**config.mk**
```make
export PLATFORM = sky130hd
export DESIGN_NAME = wdr_top
export DESIGN_NICKNAME = d
export VERILOG_FILES = /design/src/rtl/wdr_pkg.sv /design/src/rtl/wdr_top.sv /design/src/rtl/wdr_sync.sv
export SDC_FILE = /design/constraint.sdc
export NUM_CORES = 1
export LEC_CHECK = 0
export BUFFER_PORTS_ARGS = -buffer_cell sky130_fd_sc_hd__buf_2
export CAP_MARGIN = 20
export CORE_ASPECT_RATIO = 0.8
export CORE_UTILIZATION = 35
export CTS_CLUSTER_DIAMETER = 40
export DETAILED_ROUTE_END_ITERATION = 6
export PLACE_DENSITY = 0.52
export SLEW_MARGIN = 20
export SYNTH_ARGS = -nofsm -noshare
export SYNTH_HDL_FRONTEND = slang
export SYNTH_HIERARCHICAL = 1
export SYNTH_SLANG_ARGS = --single-unit
```
**constraint.sdc**
```tcl
create_clock -name ref_clk_in -period 3.95 [get_ports ref_clk_in]
set_clock_uncertainty 0.15 [all_clocks]
set_input_delay 0.395 -clock ref_clk_in [delete_from_list [all_inputs] [get_ports ref_clk_in]]
set_output_delay 0.395 -clock ref_clk_in [all_outputs]
set_load 0.005 [all_outputs]
```
**src/rtl/wdr_pkg.sv**
```systemverilog
// Package holding constants and types of the watchdog and power-fail reset.
package wdr_pkg;

    // ------------------------------------------------------------------
    // Timing
    // ------------------------------------------------------------------
    localparam longint CLK_HZ        = 25000000;
    localparam longint TIMEOUT_MS    = 1500;
    localparam longint PULSE_MS      = 50;
    localparam int     TIMEOUT_CYC   = int'((TIMEOUT_MS * CLK_HZ) / 1000);
    localparam int     PULSE_CYC     = int'((PULSE_MS * CLK_HZ + 999) / 1000);
    localparam int     CNT_W         = 32;

    // ------------------------------------------------------------------
    // Decoding and reset values
    // ------------------------------------------------------------------
    localparam logic [7:0] KICK_PORT_ADDR = 8'h8f;
    localparam logic       RESET_IDLE     = 1'b1;

    // Watchdog states, Gray along counting, firing, holding.
    typedef enum logic [1:0] {
        WDR_ST_COUNT = 2'b00,
        WDR_ST_FIRE  = 2'b01,
        WDR_ST_HOLD  = 2'b11
    } wdr_state_t;

    // Processor I/O write cycle as seen by the block.
    typedef struct packed {
        logic       wr;
        logic [7:0] addr;
    } wdr_io_t;

endpackage : wdr_pkg

```
**src/rtl/wdr_top.sv**
```systemverilog
// Watchdog timer with power-fail reset and memory write inhibit.
// Notes on behaviour
// RULE1: Host software writes the kick port at least once every 1.5 s.
// RULE2: With no kick before 1.5 s elapse, reset is driven low for 50 ms.
// RULE3: Every kick restarts the full timeout from zero.
// RULE4: The disable jumper stops a watchdog expiry from making a reset.
// RULE5: While supply is out of tolerance, the system reset is held low.
// RULE6: While supply is out of tolerance, memory write strobe stays off.
// RULE7: Any decoded kick write counts regardless of data; reset clears count.
`timescale 1ns/1ps

module wdr_top
    import wdr_pkg::*;
#(
    parameter int TIMEOUT_CYCLES = TIMEOUT_CYC,
    parameter int PULSE_CYCLES   = PULSE_CYC
) (
    // Clock and reset
    input  wire logic       ref_clk_in,
    input  wire logic       rstn_in,
    // Processor I/O write cycle, same clock domain
    input  wire wdr_io_t    io_in,
    // Processor memory write strobe, active low, from the processor
    input  wire logic       mem_wr_n_in,
    // Board pins: supply fault and watchdog disable jumper
    input  wire logic       supply_fault_in,
    input  wire logic       wdog_disable_in,
    // Outputs
    output logic            system_reset_n_out,
    output logic            mem_wr_n_out,
    output logic            wdog_expired_out
);

    // ------------------------------------------------------------------
    // Pin synchronisers
    // ------------------------------------------------------------------
    // Both pins come up as fault and disabled, so reset is driven low for the
    // first cycles after release until the synchronisers have settled.
    logic fault_sync;
    logic dis_sync;

    wdr_sync #(.RST_VAL(1'b1)) u_sync_fault (
        .ref_clk_in (ref_clk_in),
        .rstn_in    (rstn_in),
        .d_in       (supply_fault_in),
        .q_out      (fault_sync)
    );

    wdr_sync #(.RST_VAL(1'b1)) u_sync_dis (
        .ref_clk_in (ref_clk_in),
        .rstn_in    (rstn_in),
        .d_in       (wdog_disable_in),
        .q_out      (dis_sync)
    );

    // ------------------------------------------------------------------
    // Decoding
    // ------------------------------------------------------------------
    wdr_state_t      state_reg;
    wdr_state_t      state_next;
    logic [CNT_W-1:0] cnt_reg;
    logic [CNT_W-1:0] cnt_next;
    logic            reset_reg;
    logic            kick;
    logic            timeout_hit;
    logic            pulse_done;

    // Any write to the kick address retriggers; data is not looked at.
    assign kick        = io_in.wr && (io_in.addr == KICK_PORT_ADDR); // RULE7
    assign timeout_hit = (cnt_reg == CNT_W'(TIMEOUT_CYCLES - 1));
    assign pulse_done  = (cnt_reg == CNT_W'(PULSE_CYCLES - 1));

    // Next state: count, fire a pulse, or hold off while supply is bad.
    always_comb begin
        state_next = state_reg;
        cnt_next   = cnt_reg + CNT_W'(1);
        case (state_reg)
            WDR_ST_COUNT: begin
                if (fault_sync) begin
                    state_next = WDR_ST_HOLD;
                    cnt_next   = '0;
                end else if (kick) begin
                    cnt_next = '0; // RULE3
                end else if (timeout_hit) begin
                    cnt_next   = '0;
                    state_next = dis_sync ? WDR_ST_COUNT : WDR_ST_FIRE; // RULE4
                end
            end
            WDR_ST_FIRE: begin
                if (pulse_done) begin // RULE2
                    state_next = WDR_ST_COUNT;
                    cnt_next   = '0;
                end
            end
            WDR_ST_HOLD: begin
                cnt_next = '0;
                if (!fault_sync) begin
                    state_next = WDR_ST_COUNT;
                end
            end
            default: begin
                state_next = WDR_ST_COUNT;
                cnt_next   = '0;
            end
        endcase
    end

    // State and counter registers; reset clears the count.
    always_ff @(posedge ref_clk_in) begin
        if (!rstn_in) begin
            state_reg <= WDR_ST_COUNT;
            cnt_reg   <= '0; // RULE7
        end else begin
            state_reg <= state_next;
            cnt_reg   <= cnt_next;
        end
    end

    // Registered reset output: low while firing or supply is bad.
    // It looks at the next state, so the pin falls on the same edge at
    // which the state enters firing and rises on the edge that leaves it.
    always_ff @(posedge ref_clk_in) begin
        if (!rstn_in) begin
            reset_reg <= RESET_IDLE;
        end else begin
            reset_reg <= !((state_next == WDR_ST_FIRE) || fault_sync); // RULE5
        end
    end

    // Reset pin comes from a flop; the expiry flag is decoded from state.
    assign system_reset_n_out = reset_reg;
    assign wdog_expired_out   = (state_reg == WDR_ST_FIRE);
    // Write strobe forced inactive during a supply fault.
    assign mem_wr_n_out = mem_wr_n_in | fault_sync; // RULE6

    // ------------------------------------------------------------------
    // Pulse length monitor
    // ------------------------------------------------------------------
    // Counts firing cycles apart from the timeout counter, so that a pulse
    // that starts from a stale count is caught by the checks below.
    logic [CNT_W-1:0] fire_len_reg;

    always_ff @(posedge ref_clk_in) begin
        if (!rstn_in || state_reg != WDR_ST_FIRE) begin
            fire_len_reg <= '0;
        end else begin
            fire_len_reg <= fire_len_reg + CNT_W'(1);
        end
    end
endmodule : wdr_top

```
**src/rtl/wdr_sync.sv**
```systemverilog
// Two-flop synchroniser for one asynchronous level.
`timescale 1ns/1ps

module wdr_sync #(
    parameter logic RST_VAL = 1'b0
) (
    // Clock and reset
    input  wire logic ref_clk_in,
    input  wire logic rstn_in,
    // Level
    input  wire logic d_in,
    output logic      q_out
);

    logic meta_reg;

    // The first flop feeds only the second one.
    always_ff @(posedge ref_clk_in) begin
        if (!rstn_in) begin
            meta_reg <= RST_VAL;
            q_out    <= RST_VAL;
        end else begin
            meta_reg <= d_in;
            q_out    <= meta_reg;
        end
    end

endmodule : wdr_sync

```
Yosys cells after proc, flatten, opt, wreduce, memory -nomap -nowiden:

Index checks and enable logic that the tools add are counted.

* bits in registers: 39
* bits in latches: 0
* bits in writable memories: 0
* ROM bits: 0
* input bits: 14
* output and inout bits: 3
* logic and storage cells: 31
* memories kept: 0

* add/sub/neg operators: 1
* multiply operators: 0
* div/mod/pow operators: 0
* $lt $le $gt $ge: 0
* equal/unequal tests: 6
* shift-type cells: 0
* muxes and demuxes: 12
* bitwise operators: 1
* reduce and logical (&&, ||, !) cells: 4

Operator list (count)
* $mux W32: 4
* $pmux W32 S2: 1
* $add A32 B1 Y32 const B: 1
* $eq A32 B21 Y1 const B: 1
* $eq A32 B26 Y1 const B: 1
* $mux W2: 5
* $eq A8 B8 Y1 const B: 1
* $pmux W2 S3: 1
* $eq A2 B1 Y1 const B: 2
* $eq A2 B2 Y1 const B: 1
* $logic_not A2 Y1: 1
* $logic_and A1 B1 Y1: 1
* $logic_not A1 Y1: 1
* $logic_or A1 B1 Y1: 1
* $mux W1: 1
* $or A1 B1 Y1: 1

Logic depth before layout (Yosys ltp):

Gate-level depths: netlist of the first run.

* depth in word-level cells: 8
* gate-level depth with buffers: 7
* depth with buffers taken out: 6

By module:

Netlist of the first run, hierarchy kept.

Modules (own cells, without submodules)
* wdr_top: times used 1, cells an instance 200, area each 1761.7 um^2, seq. area each 700.7 um^2
* wdr_sync: times used 2, cells an instance 4, area each 52.6 um^2, seq. area each 40.0 um^2

Worst setup path before layout of the first run:

Ideal clock, no wire load.

* kind: input -> register
* start: input port io_in[5] in the netlist's numbering
* end: register cnt_reg[14]
* setup time: 0.115 ns
* arrival time: 1.690 ns
* required time: 3.685 ns
* path slack: 1.995 ns
* stages on the path: 6
* buffers on the path: 1
* path through: or4b_1 > o311ai_2 > or3_1 > o22a_2 > buf_6 > nor2_1

* cells in the longest elaborated chain, start to end: 5

RTL lines
* start, declared: RTL line wdr_top.sv:22 `input wire wdr_io_t io_in,`
* $eq A8 B8 Y1: RTL line wdr_top.sv:69 `assign kick = io_in.wr && (io_in.addr == KICK_PORT_ADDR);`
* $logic_and A1 B1 Y1: RTL line wdr_top.sv:69
* $mux W32: RTL line wdr_top.sv:82 `end else if (kick) begin`
* $mux W32: RTL line wdr_top.sv:79 `if (fault_sync) begin`
* $pmux W32 S2: RTL line wdr_top.sv:77 `case (state_reg)`
* end signal, assigned: RTL line wdr_top.sv:115 `cnt_reg <= cnt_next;`
* end, declared: RTL line wdr_top.sv:61 `logic [CNT_W-1:0] cnt_reg;`

No other way between the ends.
A chain may end at the register's enable or synchronous reset.

Final worst setup path of the first run:

* start: register cnt_reg[14]
* end: register cnt_reg[28]

* cells in the longest elaborated chain, start to end: 5
* elaborated cells between the ends (all ways): 8
* classes of those cells: add/sub (1); eq/ne (2); mux (5)

RTL lines
* $add A32 B1 Y32 / $eq A32 B26 Y1 (equally long branches): RTL line wdr_top.sv:76, wdr_top.sv:70
* $mux W32: RTL line wdr_top.sv:84 `end else if (timeout_hit) begin`
* $mux W32: RTL line wdr_top.sv:82
* $mux W32: RTL line wdr_top.sv:79
* $pmux W32 S2 (*): RTL line wdr_top.sv:77

Mark *: on every way between the ends. The rest lies on a longest branch, timed or not.

==> results of run 1 <==
-- power by group --
group | total [mW] | switching, mW | internal (mW)
registers | 0.403 | 0.00418 | 0.399
logic | 0.0318 | 0.0183 | 0.0135
clock network | 0.253 | 0.129 | 0.124
-- cell usage after synthesis, types with 2 or more instances --
cell / n / area (um2)
dfxtp_1: 39 / 781
nor2_1: 38 / 143
xnor2_1: 17 / 149
nand3_1: 16 / 80.1
nand2_1: 14 / 52.6
xor2_1: 13 / 114
nand4_1: 8 / 50.1
nor4_1: 8 / 50.1
and4_1: 7 / 61.3
nand2b_1: 4 / 25.0
nor2b_1: 4 / 25.0
nor3_1: 4 / 20.0
and3_1: 3 / 18.8
buf_2: 3 / 15.0
buf_6: 3 / 33.8
inv_1: 3 / 11.3
nor4b_1: 3 / 26.3
a21oi_1: 2 / 10.0
ha_1: 2 / 25.0
nand4_2: 2 / 25.0
-- how the worst max path moves through the flow --
stage / startpoint / endpoint / slack (ns) / depth (start not counted)
finish: cnt_reg[14]$_SDFF_PN0_ / cnt_reg[28]$_SDFF_PN0_ / 1.53 / 5
global placement: io_in[5] / cnt_reg[5]$_SDFF_PN0_ / 1.49 / 6
global route: cnt_reg[14]$_SDFF_PN0_ / cnt_reg[20]$_SDFF_PN0_ / 1.22 / 5
floorplan: io_in[5] / cnt_reg[14]$_SDFF_PN0_ / 2.00 / 6
CTS: cnt_reg[0]$_SDFF_PN0_ / cnt_reg[1]$_SDFF_PN0_ / 1.51 / 6
detailed placement: io_in[5] / cnt_reg[8]$_SDFF_PN0_ / 1.50 / 6
-- final cells by class --
cell class	instances	area, um2	share of cell area, %
clock buffer	7	76.3	3.71
clock inverter	1	5.00	0.243
inverter	3	11.3	0.547
multi-input combinational	160	1030	49.9
sequential	39	781	38.0
tap	62	77.6	3.77
timing repair buffer	16	80.1	3.89
-- routing by layer --
layer	wire, um	track usage [%]	vias up	part of all wire (%)
met5	0	0	-	0
met4	44	5.72	0	1.2
met3	157	3.67	5	4.1
met2	1550	20.5	25	41
met1	2050	21.6	686	54
li1	-	-	759	-
-- through the flow --
stage | hold WS, ns | setup WS, ns
5_1_grt | 0.134 | 1.22
3_3_place_gp | 0.240 | 1.49
2_1_floorplan | 0.236 | 2.00
6_report | 0.137 | 1.53
4_1_cts | 0.126 | 1.51
3_5_place_dp | 0.242 | 1.50
-- logic make-up (layout without fill, tap and decap cells) --
| group | count (synthesis) | after routing | share of synthesized area (%) |
|---|---|---|---|
| XOR/XNOR | 30 | 30 | 14.1 |
| flip-flops | 39 | 39 | 41.8 |
| AO/OA/AOI/OAI | 6 | 6 | 2.75 |
| buffers and inverters | 9 | 27 | 3.22 |
| AND/OR/NAND/NOR | 122 | 122 | 36.8 |
| adder cells (fa/ha/maj) | 2 | 2 | 1.34 |
==> reports/qor.yml, run 1 <==
status: "complete, no violations"
drt_wl_total_um: 3800
drv_slew: 0
timing.rr.end: "cnt_reg[28]$_SDFF_PN0_"
startpoint_type: "register"
end_kind: "register"
cpMostUsedCell: "nor4_1"
rows: 23
vias_per_cell: 5.12
fillers: 531
utilization_pct: 40.6
post_cts_buffers: 0
clock_sinks: 39
gp_congestion: 0.837
clkTransAtPathRegs_ns: 0.07
ys.flop_type: "dfxtp_1"
cts_hold_buf: 0
start_util_pct: 36.9
dieArea_um2: 5630
synth_area_um2: 1870
syn-instance-count: 208
reg2reg_from: "cnt_reg[14]$_SDFF_PN0_"
yosysSeqAreaShare_pct: 41.8
cts_tree: "done"
die_h_um: 67.3
die_width_um: 83.7
fin_cells: 288
num_vias: 1475
setup-tns-final_ns: 0
grt_pass1_vias: 1278
arrival_ns: 2.42
path_cells: "nor4_1 > nand3_1 > nor4_1 > o22a_2 > nor2_1"
core_um2: 5060
design_area_um2: 2060
rsz0062_at_grt: "false"
synth_edf_count: 0
drc_errors: 0
setup_violations: 0
power_leakage_nw: 0.682
cts_resized: 0
synthDistinctLibCells: 35
period_share_pct: 61.2
layout_common_cells: "39 x dfxtp_1, 38 x nor2_1, 17 x xnor2_1"
post-route-min-period_ns: 2.42
overflow: 0
num_antenna_cells: 0
cts.path.max_buffers: 2
drive_gt1_share_pct: 14.2
clk_latency_ns: 0.28
syn_area_per_cell_um2: 8.97
power.total_mw: 0.688
worst_pin_slew_ns: 0.812
ys_ff_latch: 39
cpMaxStageDelayCell: "o22a_2"
io_buffer_count: 16
grt_pass1_wl_um: 6460
crit_family: "simple AND/OR/NAND/NOR gates"
cpPeakStageDelay_ns: 0.61
h-tree-depth: 2
avgRoutedWirePerCell_um: 13.2
cts_buffers: 5
criticalPathCategory: "register to register"
syn_nets: 224
hold_start: "wdog_disable_in"
power_density_nw_per_um2: 334
final_common_cell: "dfxtp_1"
placedInstanceArea_um2: 1980
drt_iter0_drc: 31
drt-pass1-iter-count: 4
hp-class: "primary input to register"
cp.required_ns: 3.95
crit_fanout: 32
hold_path_depth: 2
peakVddDrop_mv: 0.177
root_buffer: "clkbuf_8"
placed_cells: 280
dp_hpwl_um: 2680
reg2regPathDepth: 5
r2r_slack_ns: 1.53
io_pins: 17
max_freq_mhz: 414
largest_reg_flops: 32
hold_path_end: "u_sync_dis/meta_reg$_SDFF_PN1_"
slew_headroom_pct: 45.4
final_antenna_net_count: 0
yosys_warnings: 6
async_flop_share_pct: 0
grt_max_degree: 33
synthToLayoutAreaGrowth_pct: 10.2
maxCapViolations: 0
antenna_found_initial: 0
finalHoldViolCount: 0
path_buf_inv: 0
grtUsageTotal_pct: 14.7
layout.nets: 241
No activity file was read; power rests on OpenSTA's default activity.
==> run 2: changes to the inputs <==
==> constraint.sdc (replaced) <==
create_clock -name ref_clk_in -period 2.35 [get_ports ref_clk_in]
set_clock_uncertainty 0.15 [all_clocks]
set_input_delay 0.235 -clock ref_clk_in [delete_from_list [all_inputs] [get_ports ref_clk_in]]
set_output_delay 0.235 -clock ref_clk_in [all_outputs]
set_load 0.005 [all_outputs]
==> reports/qor.yml, run 2 (synthesis gave the netlist of run 1 again) <==
avgRoutedWirePerCell_um: 12.9  # -2.4%
rows: 23  # unchanged
layout_common_cells: "39 x dfxtp_1, 38 x nor2_1, 17 x xnor2_1"
grt_max_degree: 22  # -33%
largest_reg_flops: 32  # unchanged
cts_buffers: 5  # unchanged
finalHoldViolCount: 0  # unchanged
overflow: 0  # unchanged
worst_pin_slew_ns: 0.389  # -0.422 ns
crit_fanout: 11  # -66%
clk_latency_ns: 0.29  # about the same
cts.path.max_buffers: 2  # unchanged
utilization_pct: 43.1  # +2.5 points
dp_hpwl_um: 2770  # +3.5%
root_buffer: "clkbuf_8"
io_pins: 17  # unchanged
period_share_pct: 90.4  # +29 points
criticalPathCategory: "register to register"
peakVddDrop_mv: 0.226  # +28%
num_antenna_cells: 0  # unchanged
final_common_cell: "dfxtp_1"
arrival_ns: 2.16  # -0.26 ns
gp_congestion: 0.729  # -13%
r2r_slack_ns: 0.23  # -1.31 ns
cts_tree: "done"
drv_slew: 0  # unchanged
max_freq_mhz: 471  # +14%
final_antenna_net_count: 0  # unchanged
die_h_um: 67.3  # unchanged
dieArea_um2: 5630  # unchanged
io_buffer_count: 16  # unchanged
h-tree-depth: 2  # unchanged
post-route-min-period_ns: 2.12  # -0.294 ns
power_density_nw_per_um2: 569  # +70%
setup-tns-final_ns: 0  # unchanged
setup_violations: 0  # unchanged
start_util_pct: 36.9  # unchanged
drive_gt1_share_pct: 18.1  # +4.0 points
end_kind: "register"
drt-pass1-iter-count: 4  # unchanged
vias_per_cell: 4.96  # -3.2%
crit_family: "simple AND/OR/NAND/NOR gates"
drt_wl_total_um: 3850  # +1.3%
rsz0062_at_grt: "false"
core_um2: 5060  # unchanged
cp.required_ns: 2.38  # -1.57 ns
num_vias: 1482  # +0.47%
hp-class: "primary input to register"
cpPeakStageDelay_ns: 0.43  # -0.18 ns
drc_errors: 0  # unchanged
drt_iter0_drc: 58  # +87%
status: "complete, no violations"
synthToLayoutAreaGrowth_pct: 16.9
post_cts_buffers: 0  # unchanged
slew_headroom_pct: 73.8  # +28 points
grt_pass1_vias: 1378  # +7.8%
layout.nets: 252  # +4.6%
grtUsageTotal_pct: 15.2  # +0.42 points
clkTransAtPathRegs_ns: 0.07  # about the same
antenna_found_initial: 0  # unchanged
path_buf_inv: 1  # +1
die_width_um: 83.7  # unchanged
startpoint_type: "register"
cpMaxStageDelayCell: "dfxtp_1"
maxCapViolations: 0  # unchanged
clock_sinks: 39  # unchanged
grt_pass1_wl_um: 6540  # +1.3%
path_cells: "ha_1 > and3_1 > nand3_1 > nor4_2 > o22a_2 > buf_4 > nor2b_1"
power_leakage_nw: 0.749  # +9.8%
run 2: cell types whose count changed in the layout (fill, tap and decap cells not counted), sizes merged:
| cell | change |
|---|---|
| buf | +9 |
| clkinv | -1 |
| clkbuf | +1 |
| dlygate4sd3 | +2 |
run 2: cell type report:
cell class	instances	area, um2
clock buffers	8	100
fillers	517	2880
inverters	3	11.3
multi-input cells	160	1030
flip-flops and latches	39	781
well taps	62	77.6
repair buffers	27	180
run 2: worst reg2reg max path: cells and delay by family (launching register included):
kind / cells / cell delay [ns]
and+or+nand+nor: 4 / 0.79
buffers and inverters: 1 / 0.18
AOI/OAI and AO/OA: 1 / 0.23
adders and majority gates: 1 / 0.24
DFF: 1 / 0.43
run 2: worst paths after layout:
path	startpoint	endpoint	cells after the start
hold / removal	rstn_in	u_sync_fault/meta_reg$_SDFF_PN1_	2
setup / recovery	cnt_reg[0]$_SDFF_PN0_	cnt_reg[6]$_SDFF_PN0_	7
setup reg to reg	cnt_reg[0]$_SDFF_PN0_	cnt_reg[6]$_SDFF_PN0_	7
hold reg to reg	u_sync_dis/meta_reg$_SDFF_PN1_	u_sync_dis/q_out$_SDFF_PN1_	1
run 2: per-layer routing:
layer / vias to the layer above / global-route usage [%] / routed length [um]
met2: 32 / 20.9 / 1470
li1: 780 / - / -
met3: 10 / 3.91 / 177
met4: 0 / 8.47 / 109
met1: 660 / 21.4 / 2100
met5: - / 0 / 0
run 2: power breakdown:
| part | switching [mW] | internal, mW |
|---|---|---|
| clock network | 0.231 | 0.268 |
| logic | 0.0329 | 0.0322 |
| registers | 0.00696 | 0.671 |
run 2: repair_timing:
item / in CTS / in global routing
endpoints found under the setup margin: 0 / 31
hold buffers: 2 / 0
endpoints found under the hold margin: 2 / 0
resized for setup: 0 / 1
run 2: stage by stage:
step | hold slack (ns) | cell area, um2 | std cells | setup WS, ns | power (mW)
3_5_place_dp | 0.246 | 2060 | 289 | 0.130 | 0.757
2_1_floorplan | 0.158 | 1870 | 208 | 0.474 | 0.732
4_1_cts | 0.0500 | 2180 | 299 | 0.119 | 1.26
6_report | 0.0552 | 2180 | 299 | 0.226 | 1.24
3_3_place_gp | 0.245 | 2060 | 289 | 0.126 | 0.757
5_1_grt | 0.0626 | 2180 | 299 | 0.0482 | 1.29
